$ cat config.mk
export PLATFORM = sky130hd
export DESIGN_NAME = pin_select_write_lock
export DESIGN_NICKNAME = d
export VERILOG_FILES = /design/src/pin_select_pkg.sv /design/src/pin_select_write_lock.sv
export VERILOG_INCLUDE_DIRS = /design/src
export SDC_FILE = /design/constraint.sdc
export NUM_CORES = 1
export LEC_CHECK = 0
export BUFFER_PORTS_ARGS = -buffer_cell sky130_fd_sc_hd__buf_2
export CORE_MARGIN = 2
export CORE_UTILIZATION = 34
export DETAILED_ROUTE_END_ITERATION = 8
export PLACE_DENSITY = 0.64
export SYNTH_ARGS = -nofsm -noshare
export SYNTH_HDL_FRONTEND = slang
export SYNTH_SLANG_ARGS = --single-unit
$ cat constraint.sdc
create_clock -name sys_clk -period 2.6 [get_ports sys_clk]
set_clock_uncertainty 0.1 [all_clocks]
set_input_delay 0.26 -clock sys_clk [delete_from_list [all_inputs] [get_ports sys_clk]]
set_output_delay 0.26 -clock sys_clk [all_outputs]
set_load 0.01 [all_outputs]
$ cat src/pin_select_cfg.svh
`ifndef PIN_SELECT_CFG_SVH
`define PIN_SELECT_CFG_SVH

// ************************************************************
// Register offsets (byte addresses on the APB bus)
// ************************************************************
`define OSC_CONTROL_OFFSET      12'h000
`define INPUT_MAP_OFFSET        12'h004
`define OUTPUT_MAP_OFFSET       12'h008
`define EVENT_STATUS_OFFSET     12'h00c
`define EVENT_MASK_OFFSET       12'h010

// ************************************************************
// Field positions, keys and reset values
// ************************************************************
`define MAP_WRITE_LOCK_BIT      6
`define UNLOCK_KEY_FIRST        8'h46
`define UNLOCK_KEY_SECOND       8'h57
`define INPUT_MAP_RESET         16'h1f1f
`define INPUT_MAP_MASK          16'h1f1f
`define OUTPUT_MAP_RESET        16'h0000
`define OUTPUT_MAP_MASK         16'h1f1f
`define SPI2_CLK_SEL_LSB        8
`define SPI2_DATA_SEL_LSB       0
`define PIN_COUNT               26
`define EVENT_WIDTH             2
`define EVENT_MISMATCH_BIT      0
`define EVENT_BLOCKED_BIT       1
`define EVENT_MASK_RESET        2'h0
`define SINGLE_SESSION_RESET    1'b1
`define STRAP_SETTLE_CYCLES     2'h3

`endif

$ cat src/pin_select_pkg.sv
package pin_select_pkg;

    // ************************************************************
    // Bus carriers
    // ************************************************************
    typedef struct packed {
        logic        psel;
        logic        penable;
        logic        pwrite;
        logic [11:0] paddr;
        logic [31:0] pwdata;
        logic [3:0]  pstrb;
    } apb_req_t;

    typedef struct packed {
        logic        pready;
        logic        pslverr;
        logic [31:0] prdata;
    } apb_rsp_t;

    // ************************************************************
    // Unlock key sequencer states
    // ************************************************************
    typedef enum logic [2:0] {
        KEY_IDLE  = 3'b001,
        KEY_FIRST = 3'b010,
        KEY_ARMED = 3'b100
    } key_state_t;

endpackage : pin_select_pkg

$ cat src/pin_select_write_lock.sv
// The address map and the APB slave port were decided locally.
`include "pin_select_cfg.svh"

module pin_select_write_lock (
    input  wire logic                      sys_clk,
    input  wire logic                      rst_n,
    input  wire pin_select_pkg::apb_req_t  apb_req,
    output pin_select_pkg::apb_rsp_t       apb_rsp,
    input  wire logic [25:0]               remappable_pin,
    input  wire logic                      single_session_lock_cfg,
    output logic                           spi2_clk_in,
    output logic                           spi2_data_in,
    output logic [15:0]                    output_map,
    output logic                           mismatch_reset,
    output logic                           irq
);

    // ************************************************************
    // Declarations
    // ************************************************************
    logic [25:0]                 pin_meta;
    logic [25:0]                 pin_sync;
    logic                        strap_meta;
    logic                        strap_sync;
    logic [1:0]                  strap_cnt;
    logic                        single_session;
    pin_select_pkg::key_state_t  key_state;
    pin_select_pkg::key_state_t  next_key_state;
    logic                        map_write_lock;
    logic [15:0]                 input_map;
    logic [15:0]                 shadow_input_map;
    logic [15:0]                 output_map_reg;
    logic [15:0]                 shadow_output_map;
    logic [`EVENT_WIDTH-1:0]     event_status;
    logic [`EVENT_WIDTH-1:0]     event_mask;
    logic [`EVENT_WIDTH-1:0]     event_set;
    logic [`EVENT_WIDTH-1:0]     event_clr;
    logic [31:0]                 read_data;
    logic                        access;
    logic                        wr;
    logic                        sel_osc;
    logic                        sel_in;
    logic                        sel_out;
    logic                        sel_status;
    logic                        sel_mask;
    logic                        mapped;
    logic                        osc_low_wr;
    logic                        map_wr;
    logic                        mismatch_now;
    logic [4:0]                  clk_sel;
    logic [4:0]                  data_sel;

    // Byte-lane merge of a 16-bit map register, unimplemented bits forced low
    function automatic logic [15:0] merge_map(input logic [15:0] old_val, input logic [31:0] wdata,
                                              input logic [3:0] strb);
        logic [15:0] merged;
        merged = old_val;
        if (strb[0]) begin
            merged[7:0] = wdata[7:0];
        end
        if (strb[1]) begin
            merged[15:8] = wdata[15:8];
        end
        return merged & `INPUT_MAP_MASK;
    endfunction : merge_map

    // Picks a synchronised pin; selections past the last pin read low
    function automatic logic pick_pin(input logic [25:0] pins, input logic [4:0] sel);
        logic result;
        result = 1'b0;
        if (sel < 5'(`PIN_COUNT)) begin
            result = pins[sel];
        end
        return result;
    endfunction : pick_pin

    // ************************************************************
    // Input synchronisers
    // ************************************************************
    // Pins pass two flip-flops before the routing reads them
    always_ff @(posedge sys_clk or negedge rst_n) begin
        if (!rst_n) begin
            pin_meta <= 26'h0;
            pin_sync <= 26'h0;
        end else begin
            pin_meta <= remappable_pin;
            pin_sync <= pin_meta;
        end
    end

    // Configuration strap synchroniser, idles at the unprogrammed level
    always_ff @(posedge sys_clk or negedge rst_n) begin
        if (!rst_n) begin
            strap_meta <= `SINGLE_SESSION_RESET;
            strap_sync <= `SINGLE_SESSION_RESET;
        end else begin
            strap_meta <= single_session_lock_cfg;
            strap_sync <= strap_meta;
        end
    end

    // Strap captured once after reset release; set until then
    always_ff @(posedge sys_clk or negedge rst_n) begin
        if (!rst_n) begin
            strap_cnt      <= 2'h0;
            single_session <= `SINGLE_SESSION_RESET;
        end else if (strap_cnt != `STRAP_SETTLE_CYCLES) begin
            strap_cnt <= strap_cnt + 2'h1;
            if (strap_cnt == `STRAP_SETTLE_CYCLES - 2'h1) begin
                single_session <= strap_sync;
            end
        end
    end

    // ************************************************************
    // APB decode
    // ************************************************************
    // Transfer completes at the access edge with pready high
    always_comb begin
        access     = apb_req.psel & apb_req.penable & apb_rsp.pready;
        wr         = access & apb_req.pwrite;
        sel_osc    = apb_req.paddr == `OSC_CONTROL_OFFSET;
        sel_in     = apb_req.paddr == `INPUT_MAP_OFFSET;
        sel_out    = apb_req.paddr == `OUTPUT_MAP_OFFSET;
        sel_status = apb_req.paddr == `EVENT_STATUS_OFFSET;
        sel_mask   = apb_req.paddr == `EVENT_MASK_OFFSET;
        mapped     = sel_osc | sel_in | sel_out | sel_status | sel_mask;
        osc_low_wr = wr & sel_osc & apb_req.pstrb[0];
        map_wr     = wr & (sel_in | sel_out);
    end

    // Read mux
    always_comb begin
        read_data = 32'h0;
        case (1'b1)
            sel_osc:    read_data[`MAP_WRITE_LOCK_BIT] = map_write_lock;
            sel_in:     read_data[15:0] = input_map;
            sel_out:    read_data[15:0] = output_map_reg;
            sel_status: read_data[`EVENT_WIDTH-1:0] = event_status;
            sel_mask:   read_data[`EVENT_WIDTH-1:0] = event_mask;
            default:    read_data = 32'h0;
        endcase
    end

    // No wait state: answer raised in the cycle after setup
    always_ff @(posedge sys_clk or negedge rst_n) begin
        if (!rst_n) begin
            apb_rsp <= '0;
        end else begin
            apb_rsp.pready  <= apb_req.psel & ~apb_req.penable & ~apb_rsp.pready;
            apb_rsp.pslverr <= apb_req.psel & ~apb_req.penable & ~apb_rsp.pready & ~mapped;
            if (apb_req.psel & ~apb_req.penable & ~apb_rsp.pready & ~apb_req.pwrite) begin
                apb_rsp.prdata <= read_data;
            end
        end
    end

    // ************************************************************
    // Unlock key sequencer and lock bit
    // ************************************************************
    // Next key state on each low-byte write to oscillator control
    always_comb begin
        next_key_state = key_state;
        if (osc_low_wr) begin
            case (key_state)
                pin_select_pkg::KEY_IDLE: begin
                    if (apb_req.pwdata[7:0] == `UNLOCK_KEY_FIRST && !(single_session && map_write_lock)) begin
                        next_key_state = pin_select_pkg::KEY_FIRST;
                    end
                end
                pin_select_pkg::KEY_FIRST: begin
                    if (apb_req.pwdata[7:0] == `UNLOCK_KEY_SECOND) begin
                        next_key_state = pin_select_pkg::KEY_ARMED;
                    end else begin
                        next_key_state = pin_select_pkg::KEY_IDLE;
                    end
                end
                pin_select_pkg::KEY_ARMED: next_key_state = pin_select_pkg::KEY_IDLE;
                default:                   next_key_state = pin_select_pkg::KEY_IDLE;
            endcase
        end
    end

    // Key state register
    always_ff @(posedge sys_clk or negedge rst_n) begin
        if (!rst_n) begin
            key_state <= pin_select_pkg::KEY_IDLE;
        end else begin
            key_state <= next_key_state;
        end
    end

    // Lock changes only on the write that follows the key
    always_ff @(posedge sys_clk or negedge rst_n) begin
        if (!rst_n) begin
            map_write_lock <= 1'b0;
        end else if (osc_low_wr && key_state == pin_select_pkg::KEY_ARMED) begin
            if (single_session) begin
                map_write_lock <= map_write_lock | apb_req.pwdata[`MAP_WRITE_LOCK_BIT];
            end else begin
                map_write_lock <= apb_req.pwdata[`MAP_WRITE_LOCK_BIT];
            end
        end
    end

    // ************************************************************
    // Mapping registers and shadows
    // ************************************************************
    // Writes dropped while locked and flagged as a blocked event; shadows follow every accepted write
    always_ff @(posedge sys_clk or negedge rst_n) begin
        if (!rst_n) begin
            input_map         <= `INPUT_MAP_RESET;
            shadow_input_map  <= `INPUT_MAP_RESET;
            output_map_reg    <= `OUTPUT_MAP_RESET;
            shadow_output_map <= `OUTPUT_MAP_RESET;
        end else if (map_wr && !map_write_lock) begin
            if (sel_in) begin
                input_map        <= merge_map(input_map, apb_req.pwdata, apb_req.pstrb);
                shadow_input_map <= merge_map(input_map, apb_req.pwdata, apb_req.pstrb);
            end else begin
                output_map_reg    <= merge_map(output_map_reg, apb_req.pwdata, apb_req.pstrb);
                shadow_output_map <= merge_map(output_map_reg, apb_req.pwdata, apb_req.pstrb);
            end
        end
    end

    // Continuous comparison against the shadows
    always_comb begin
        mismatch_now = (input_map != shadow_input_map) | (output_map_reg != shadow_output_map);
    end

    // Mismatch reset request and the output map image
    always_ff @(posedge sys_clk or negedge rst_n) begin
        if (!rst_n) begin
            mismatch_reset <= 1'b0;
            output_map     <= `OUTPUT_MAP_RESET;
        end else begin
            mismatch_reset <= mismatch_now;
            output_map     <= output_map_reg;
        end
    end

    // ************************************************************
    // Input routing
    // ************************************************************
    // Selected pin drives each peripheral input
    always_comb begin
        clk_sel  = input_map[`SPI2_CLK_SEL_LSB +: 5];
        data_sel = input_map[`SPI2_DATA_SEL_LSB +: 5];
    end

    always_ff @(posedge sys_clk or negedge rst_n) begin
        if (!rst_n) begin
            spi2_clk_in  <= 1'b0;
            spi2_data_in <= 1'b0;
        end else begin
            spi2_clk_in  <= pick_pin(pin_sync, clk_sel);
            spi2_data_in <= pick_pin(pin_sync, data_sel);
        end
    end

    // ************************************************************
    // Event status, mask and interrupt
    // ************************************************************
    // Sticky events; a new event wins over a same-cycle clear
    always_comb begin
        event_set = '0;
        event_set[`EVENT_MISMATCH_BIT] = mismatch_now;
        event_set[`EVENT_BLOCKED_BIT]  = map_wr & map_write_lock;
        event_clr = (wr && sel_status && apb_req.pstrb[0]) ? apb_req.pwdata[`EVENT_WIDTH-1:0] : '0;
    end

    always_ff @(posedge sys_clk or negedge rst_n) begin
        if (!rst_n) begin
            event_status <= '0;
            event_mask   <= `EVENT_MASK_RESET;
            irq          <= 1'b0;
        end else begin
            event_status <= (event_status & ~event_clr) | event_set;
            if (wr && sel_mask && apb_req.pstrb[0]) begin
                event_mask <= apb_req.pwdata[`EVENT_WIDTH-1:0];
            end
            irq <= |(event_status & event_mask);
        end
    end
endmodule : pin_select_write_lock

# Word level (Yosys, flattened, before mapping)
# Cells that the tools add are included.
dict set report totals {
  wordCells 107
  register_bits 116
}
dict set report classes {
  reduce_logical 18
  add_sub_neg 1
  mux 25
  n_lt_le_gt_ge 4
  n_bitwise 26
  eq_ne 12
}
# operator n
set op_table {}
lappend op_table {{== test 12 x 4 -> 1 bit (second input constant)} 2}
lappend op_table {{2-to-1 mux 6 bit} 3}
lappend op_table {{== test 8 x 7 -> 1 bit (second input constant)} 2}
lappend op_table {{2-to-1 mux 3 bit} 5}
lappend op_table {{== test 12 x 3 -> 1 bit (second input constant)} 1}
lappend op_table {{== test 12 x 5 -> 1 bit (second input constant)} 1}
lappend op_table {{zero test 12 bit} 1}
lappend op_table {{less-than comparator 5 x 6 -> 1 bit (second input constant)} 2}
lappend op_table {{2-to-1 mux 2 bit} 6}
lappend op_table {{AND reduction 3 bit} 4}
lappend op_table {{AND 1 bit} 11}
lappend op_table {{binary-select mux 1 bit (select 5 bit)} 2}
lappend op_table {{less-than comparator 5 bit (second input constant)} 2}
lappend op_table {{2-to-1 mux 5 bit} 2}
lappend op_table {{logical AND 1 bit} 8}
lappend op_table {{2-to-1 mux 1 bit} 6}
lappend op_table {{OR 1 bit} 6}
lappend op_table {{one-hot mux 3 bit (2 select lines)} 1}
lappend op_table {{inverter 1 bit} 5}
lappend op_table {{AND 2 bit} 2}
lappend op_table {{!= test 2 bit (second input constant)} 2}
lappend op_table {{AND reduction 2 bit} 2}
lappend op_table {{== test 3 x 1 -> 1 bit (second input constant)} 1}
lappend op_table {{== test 3 x 2 -> 1 bit (second input constant)} 1}
lappend op_table {{other kinds (7)} 8}

# Longest topological paths before layout
dict set report depth {
  depth_word 9
  depth_mapped 6
  mapped_depth_nobuf 5
}

# Worst setup path before layout
# Ideal clock, no wire load.
dict set report synth_path {
  path_kind {flip-flop to flip-flop}
  start {register, netlist name shadow_input_map[8]}
  end {register spi2_clk_in}
  slack_ns 0.769
  setup_time_ns 0.129
  path_buffers 1
  t_arrival_ns 1.601
  path_stages_with_launch 6
  path_cell_list {dfstp_2 -> buf_2 -> mux4_2 -> nor3b_1 -> a31oi_1 -> a31oi_1}
}
# item line_no
set synth_rtl {}
lappend synth_rtl {{end signal, assigned} pin_select_write_lock.sv:257} ;# spi2_clk_in <= pick_pin(pin_sync, clk_sel);
lappend synth_rtl {{end, declared} pin_select_write_lock.sv:11} ;# output logic spi2_clk_in,

# Worst setup path in the final report
dict set report layout_path {
  start {input port apb_req[49] (netlist bit)}
  end {register shadow_output_map[8]}
}
dict set report layout_via {
  elab_chain_len 6
}
# item line_no
set layout_rtl {}
lappend layout_rtl {{start, declared} pin_select_write_lock.sv:7} ;# input wire pin_select_pkg::apb_req_t apb_req,
lappend layout_rtl {{AND 1 bit (2 in series)} pin_select_write_lock.sv:120} ;# access = apb_req.psel & apb_req.penable & apb_rsp.pready;
lappend layout_rtl {{AND 1 bit} pin_select_write_lock.sv:121} ;# wr = access & apb_req.pwrite;
lappend layout_rtl {{AND 1 bit} pin_select_write_lock.sv:129} ;# map_wr = wr & (sel_in | sel_out);
lappend layout_rtl {{logical AND 1 bit} pin_select_write_lock.sv:216} ;# end else if (map_wr && !map_write_lock) begin
lappend layout_rtl {{AND reduction 3 bit (no line)} -}
lappend layout_rtl {{end signal, assigned} pin_select_write_lock.sv:215} ;# shadow_output_map <= `OUTPUT_MAP_RESET;
lappend layout_rtl {{end signal, assigned} pin_select_write_lock.sv:222} ;# shadow_output_map <= merge_map(output_map_reg, apb_req.pwdata, apb_req.pstrb);
lappend layout_rtl {{end, declared} pin_select_write_lock.sv:33} ;# logic [15:0] shadow_output_map;
# Every way passes these cells.
# A chain may end at the register's enable or synchronous reset.

==> out/qor.txt <==
outcome -> completed
Cell Pwr Density -> 594.5 nW/um2
global-route wire length before repair -> 13980 um
total clock buffers created by CTS -> 9
Max H-tree Level -> 3
unique cell type count in the Yosys netlist -> 55
Max transition margin -> 0.6054
most used cells in the layout excluding fill and tap cells -> sky130_fd_sc_hd__dfrtp_1, sky130_fd_sc_hd__buf_2, sky130_fd_sc_hd__dlygate4sd3_1
Port Buffer Count -> 84
Wirelength per Cell -> 14.04 um
slowest cell delay on critical path -> 0.51 ns
Top Registers -> pin_meta (26), pin_sync (26), apb_rsp (13)
CTS clk-pin slew, worst paths -> 0.07 ns
count of pins on the block boundary -> 134
buffer and inverter count on the worst path -> 2
layout cells sized above 1 -> 0.3827
Yosys warnings -> 0
shortest clock period the worst path allows after layout -> 2.074 ns
maximum frequency from static timing analysis -> 0.4821 GHz
fin crit share -> 0.7978
Final TNS setup -> 0 ns
most instantiated flip-flop cell in the synthesis netlist -> sky130_fd_sc_hd__dfrtp_1
area of the die -> 14200 um2
detailed placement HPWL -> 6309 um
global placement routability congestion -> 0.7944
unrepaired setup endpoints after global routing -> false
netlist area before placement -> 4509 um2
Critical R2R Launch -> apb_rsp[33]
CTS root buf -> sky130_fd_sc_hd__clkbuf_16
number of antenna violations at the first check in global routing -> 0
sequential cell area fraction in the yosys report -> 0.6199
Leakage Power -> 2.525 nW
maximum fanout along the worst path -> 5
total overflow reported by the global router -> 0
slowest stage cell on the critical path -> sky130_fd_sc_hd__dlygate4sd3_1
combined area of the multi-input logic cells -> 1509 um2
kind of critical path -> primary input to flip-flop
setup violation total in the final timing report -> 0
final max-slew violation count -> 0
arrival time of data at the critical path endpoint -> 2.20 ns
count of antenna-violating nets left after detailed routing -> 0
pin count of the biggest net entering global routing -> 79
register area -> 2795 um2
leading cell type in the layout, fill and taps excluded -> sky130_fd_sc_hd__dfrtp_1
Avg Synthesized Cell Area -> 14.00 um2
Die W -> 119.2 um
clock buffer depth -> 2
count of max-cap constraint violations -> 0
Worst Hold Launch -> apb_req[14]
number of sinks driven by the clock tree -> 111
DR iter-0 viols -> 119
Clock Latency Late Sink -> 0.35 ns
FILL cells -> 1202
transition at the pin with the smallest max-transition slack -> 0.5907 ns
synth-to-layout area growth -> 23.95%
overall die height -> 119.2 um
Yosys reg bits -> 111
Placement Rows -> 42
fraction of the core area covered by cells at the end of the flow -> 0.4271
worst voltage drop across the vdd grid -> 0.0003910 V
nature of the critical path startpoint -> primary input
per-cell via count in the routed design -> 4.626
CP cell instances -> dlygate4sd3_1, buf_2, and4_1, nor4b_4, nand4b_2, nor2_4, mux2_2
class of the worst hold path -> primary input to flip-flop
number of endpoints with negative hold slack in the final report -> 0
Detailed Route WL -> 8635 um
ys async rst share -> 1.000
GRT Overall Usage -> 0.1259
worst endpoint required time -> 2.73 ns
CTS tree -> built
total core area -> 13090 um2
top cell family by delay on the critical path -> simple AND/OR/NAND/NOR gates
total via count in the routed design -> 2845
final antenna diode count -> 0
number of flops mapped to enable cells by yosys -> 0
effective utilization at floorplan -> 0.3446
DR pass1 iterations -> 5
origin of the worst setup path -> apb_req[49]
nature of the critical path endpoint -> flip-flop
number of global-route vias before repair -> 2811
DRC Markers -> 0
total number of nets in the final design -> 516
number of standard cells after synthesis -> 322
==> cell usage after synthesis, drive strengths merged, types with 2 or more instances <==
master   number  area share
dfrtp        97        0.54
buf          34       0.056
nand2        26       0.022
mux2         23       0.057
dfstp        14       0.082
o21ai        14       0.016
mux4         11       0.055
nor2         11       0.016
a22oi         8       0.013
clkbuf        8      0.0067
a31oi         6      0.0083
inv           6      0.0050
nand3         5      0.0067
a211oi        4      0.0067
a21oi         4      0.0044
mux2i         4      0.0089
nand4b        4       0.011
a21boi        3      0.0050
nor3          3      0.0069
nor4b         3      0.0092
o31ai         3      0.0080
or2           3      0.0042
a2111oi       2      0.0039
a221oi        2      0.0039
ha            2      0.0055
nand3b        2      0.0033
nor2b         2      0.0028
nor3b         2      0.0033
xnor2         2      0.0039
==> report_power, final <==
| group | total [mW] | internal (mW) | switching, mW |
|---|---|---|---|
| sequential | 1.79 | 1.77 | 0.0175 |
| combinational | 0.201 | 0.0909 | 0.110 |
| clock | 1.33 | 0.679 | 0.651 |
==> kinds of logic (layout without fill, tap and decap cells) <==
group,Yosys count,count (layout),synth area share
DFF,111,111,0.6199
and+or+nand+nor,68,68,0.09961
AOI/OAI and AO/OA,52,52,0.08103
buffers and inverters,48,138,0.06798
muxes,38,38,0.1213
adders and majority gates,2,2,0.005549
xor gates and xnor gates,2,2,0.003885
other,1,28,0.0008316
==> worst reg2reg max path, cell delays in order (launching register included) <==
cell and delay [ns]:
sky130_fd_sc_hd__dfrtp_1 0.35, sky130_fd_sc_hd__and4_1 0.23, sky130_fd_sc_hd__nor4b_4 0.31, sky130_fd_sc_hd__nand4b_2 0.24, sky130_fd_sc_hd__nor2_4 0.22, sky130_fd_sc_hd__mux2_2 0.36
==> metrics by stage <==
stage	hold WS [ns]	std cells	setup slack (ns)	instance area, um2	power, mW
6_report	0.06927	615	0.5257	5589	3.323
5_1_grt	0.07086	615	0.4392	5589	3.460
4_1_cts	0.06047	615	0.5337	5589	3.365
3_5_place_dp	0.1316	570	0.5142	5005	1.996
3_3_place_gp	0.1240	570	0.5435	5005	1.991
2_1_floorplan	-0.1356	349	0.7693	4611	1.917
==> final timing paths <==
kind | endpoint | slack (ns) | depth (start not counted)
min in group asynchronous | pin_meta[22] | 0.29 | 2
max | shadow_output_map[8] | 0.53 | 7
min reg2reg | pin_sync[13] | 0.25 | 0
min | shadow_input_map[10] | 0.07 | 2
max reg2reg | shadow_output_map[8] | 0.68 | 5
max in group asynchronous | shadow_input_map[0] | 1.34 | 3
==> per-layer routing <==
metal  track usage  routed length (um)  vias to the layer above
li1              -                   -                     1316
met1        0.1608                3815                     1413
met2        0.2087                4226                      104
met3       0.02874                 422                       12
met4       0.04836                 172                        0
met5             0                   0                        -
==> area by class of cell <==
cell class                      count  area share
Multi-Input combinational cell    190      0.2700
Clock buffer                       10     0.04097
Tap cell                          176     0.03940
Inverter                            6    0.004030
Timing Repair Buffer              116      0.1339
Sequential cell                   111      0.5001
Clock inverter                      6     0.01164
==> what timing repair did <==
action                                 CTS  global route
gates resized for setup                  0             0
setup buffers                            0             0
endpoints found under the hold margin   57             0
hold buffers                            29             0
Note: power is estimated with default switching activity, not from simulation.
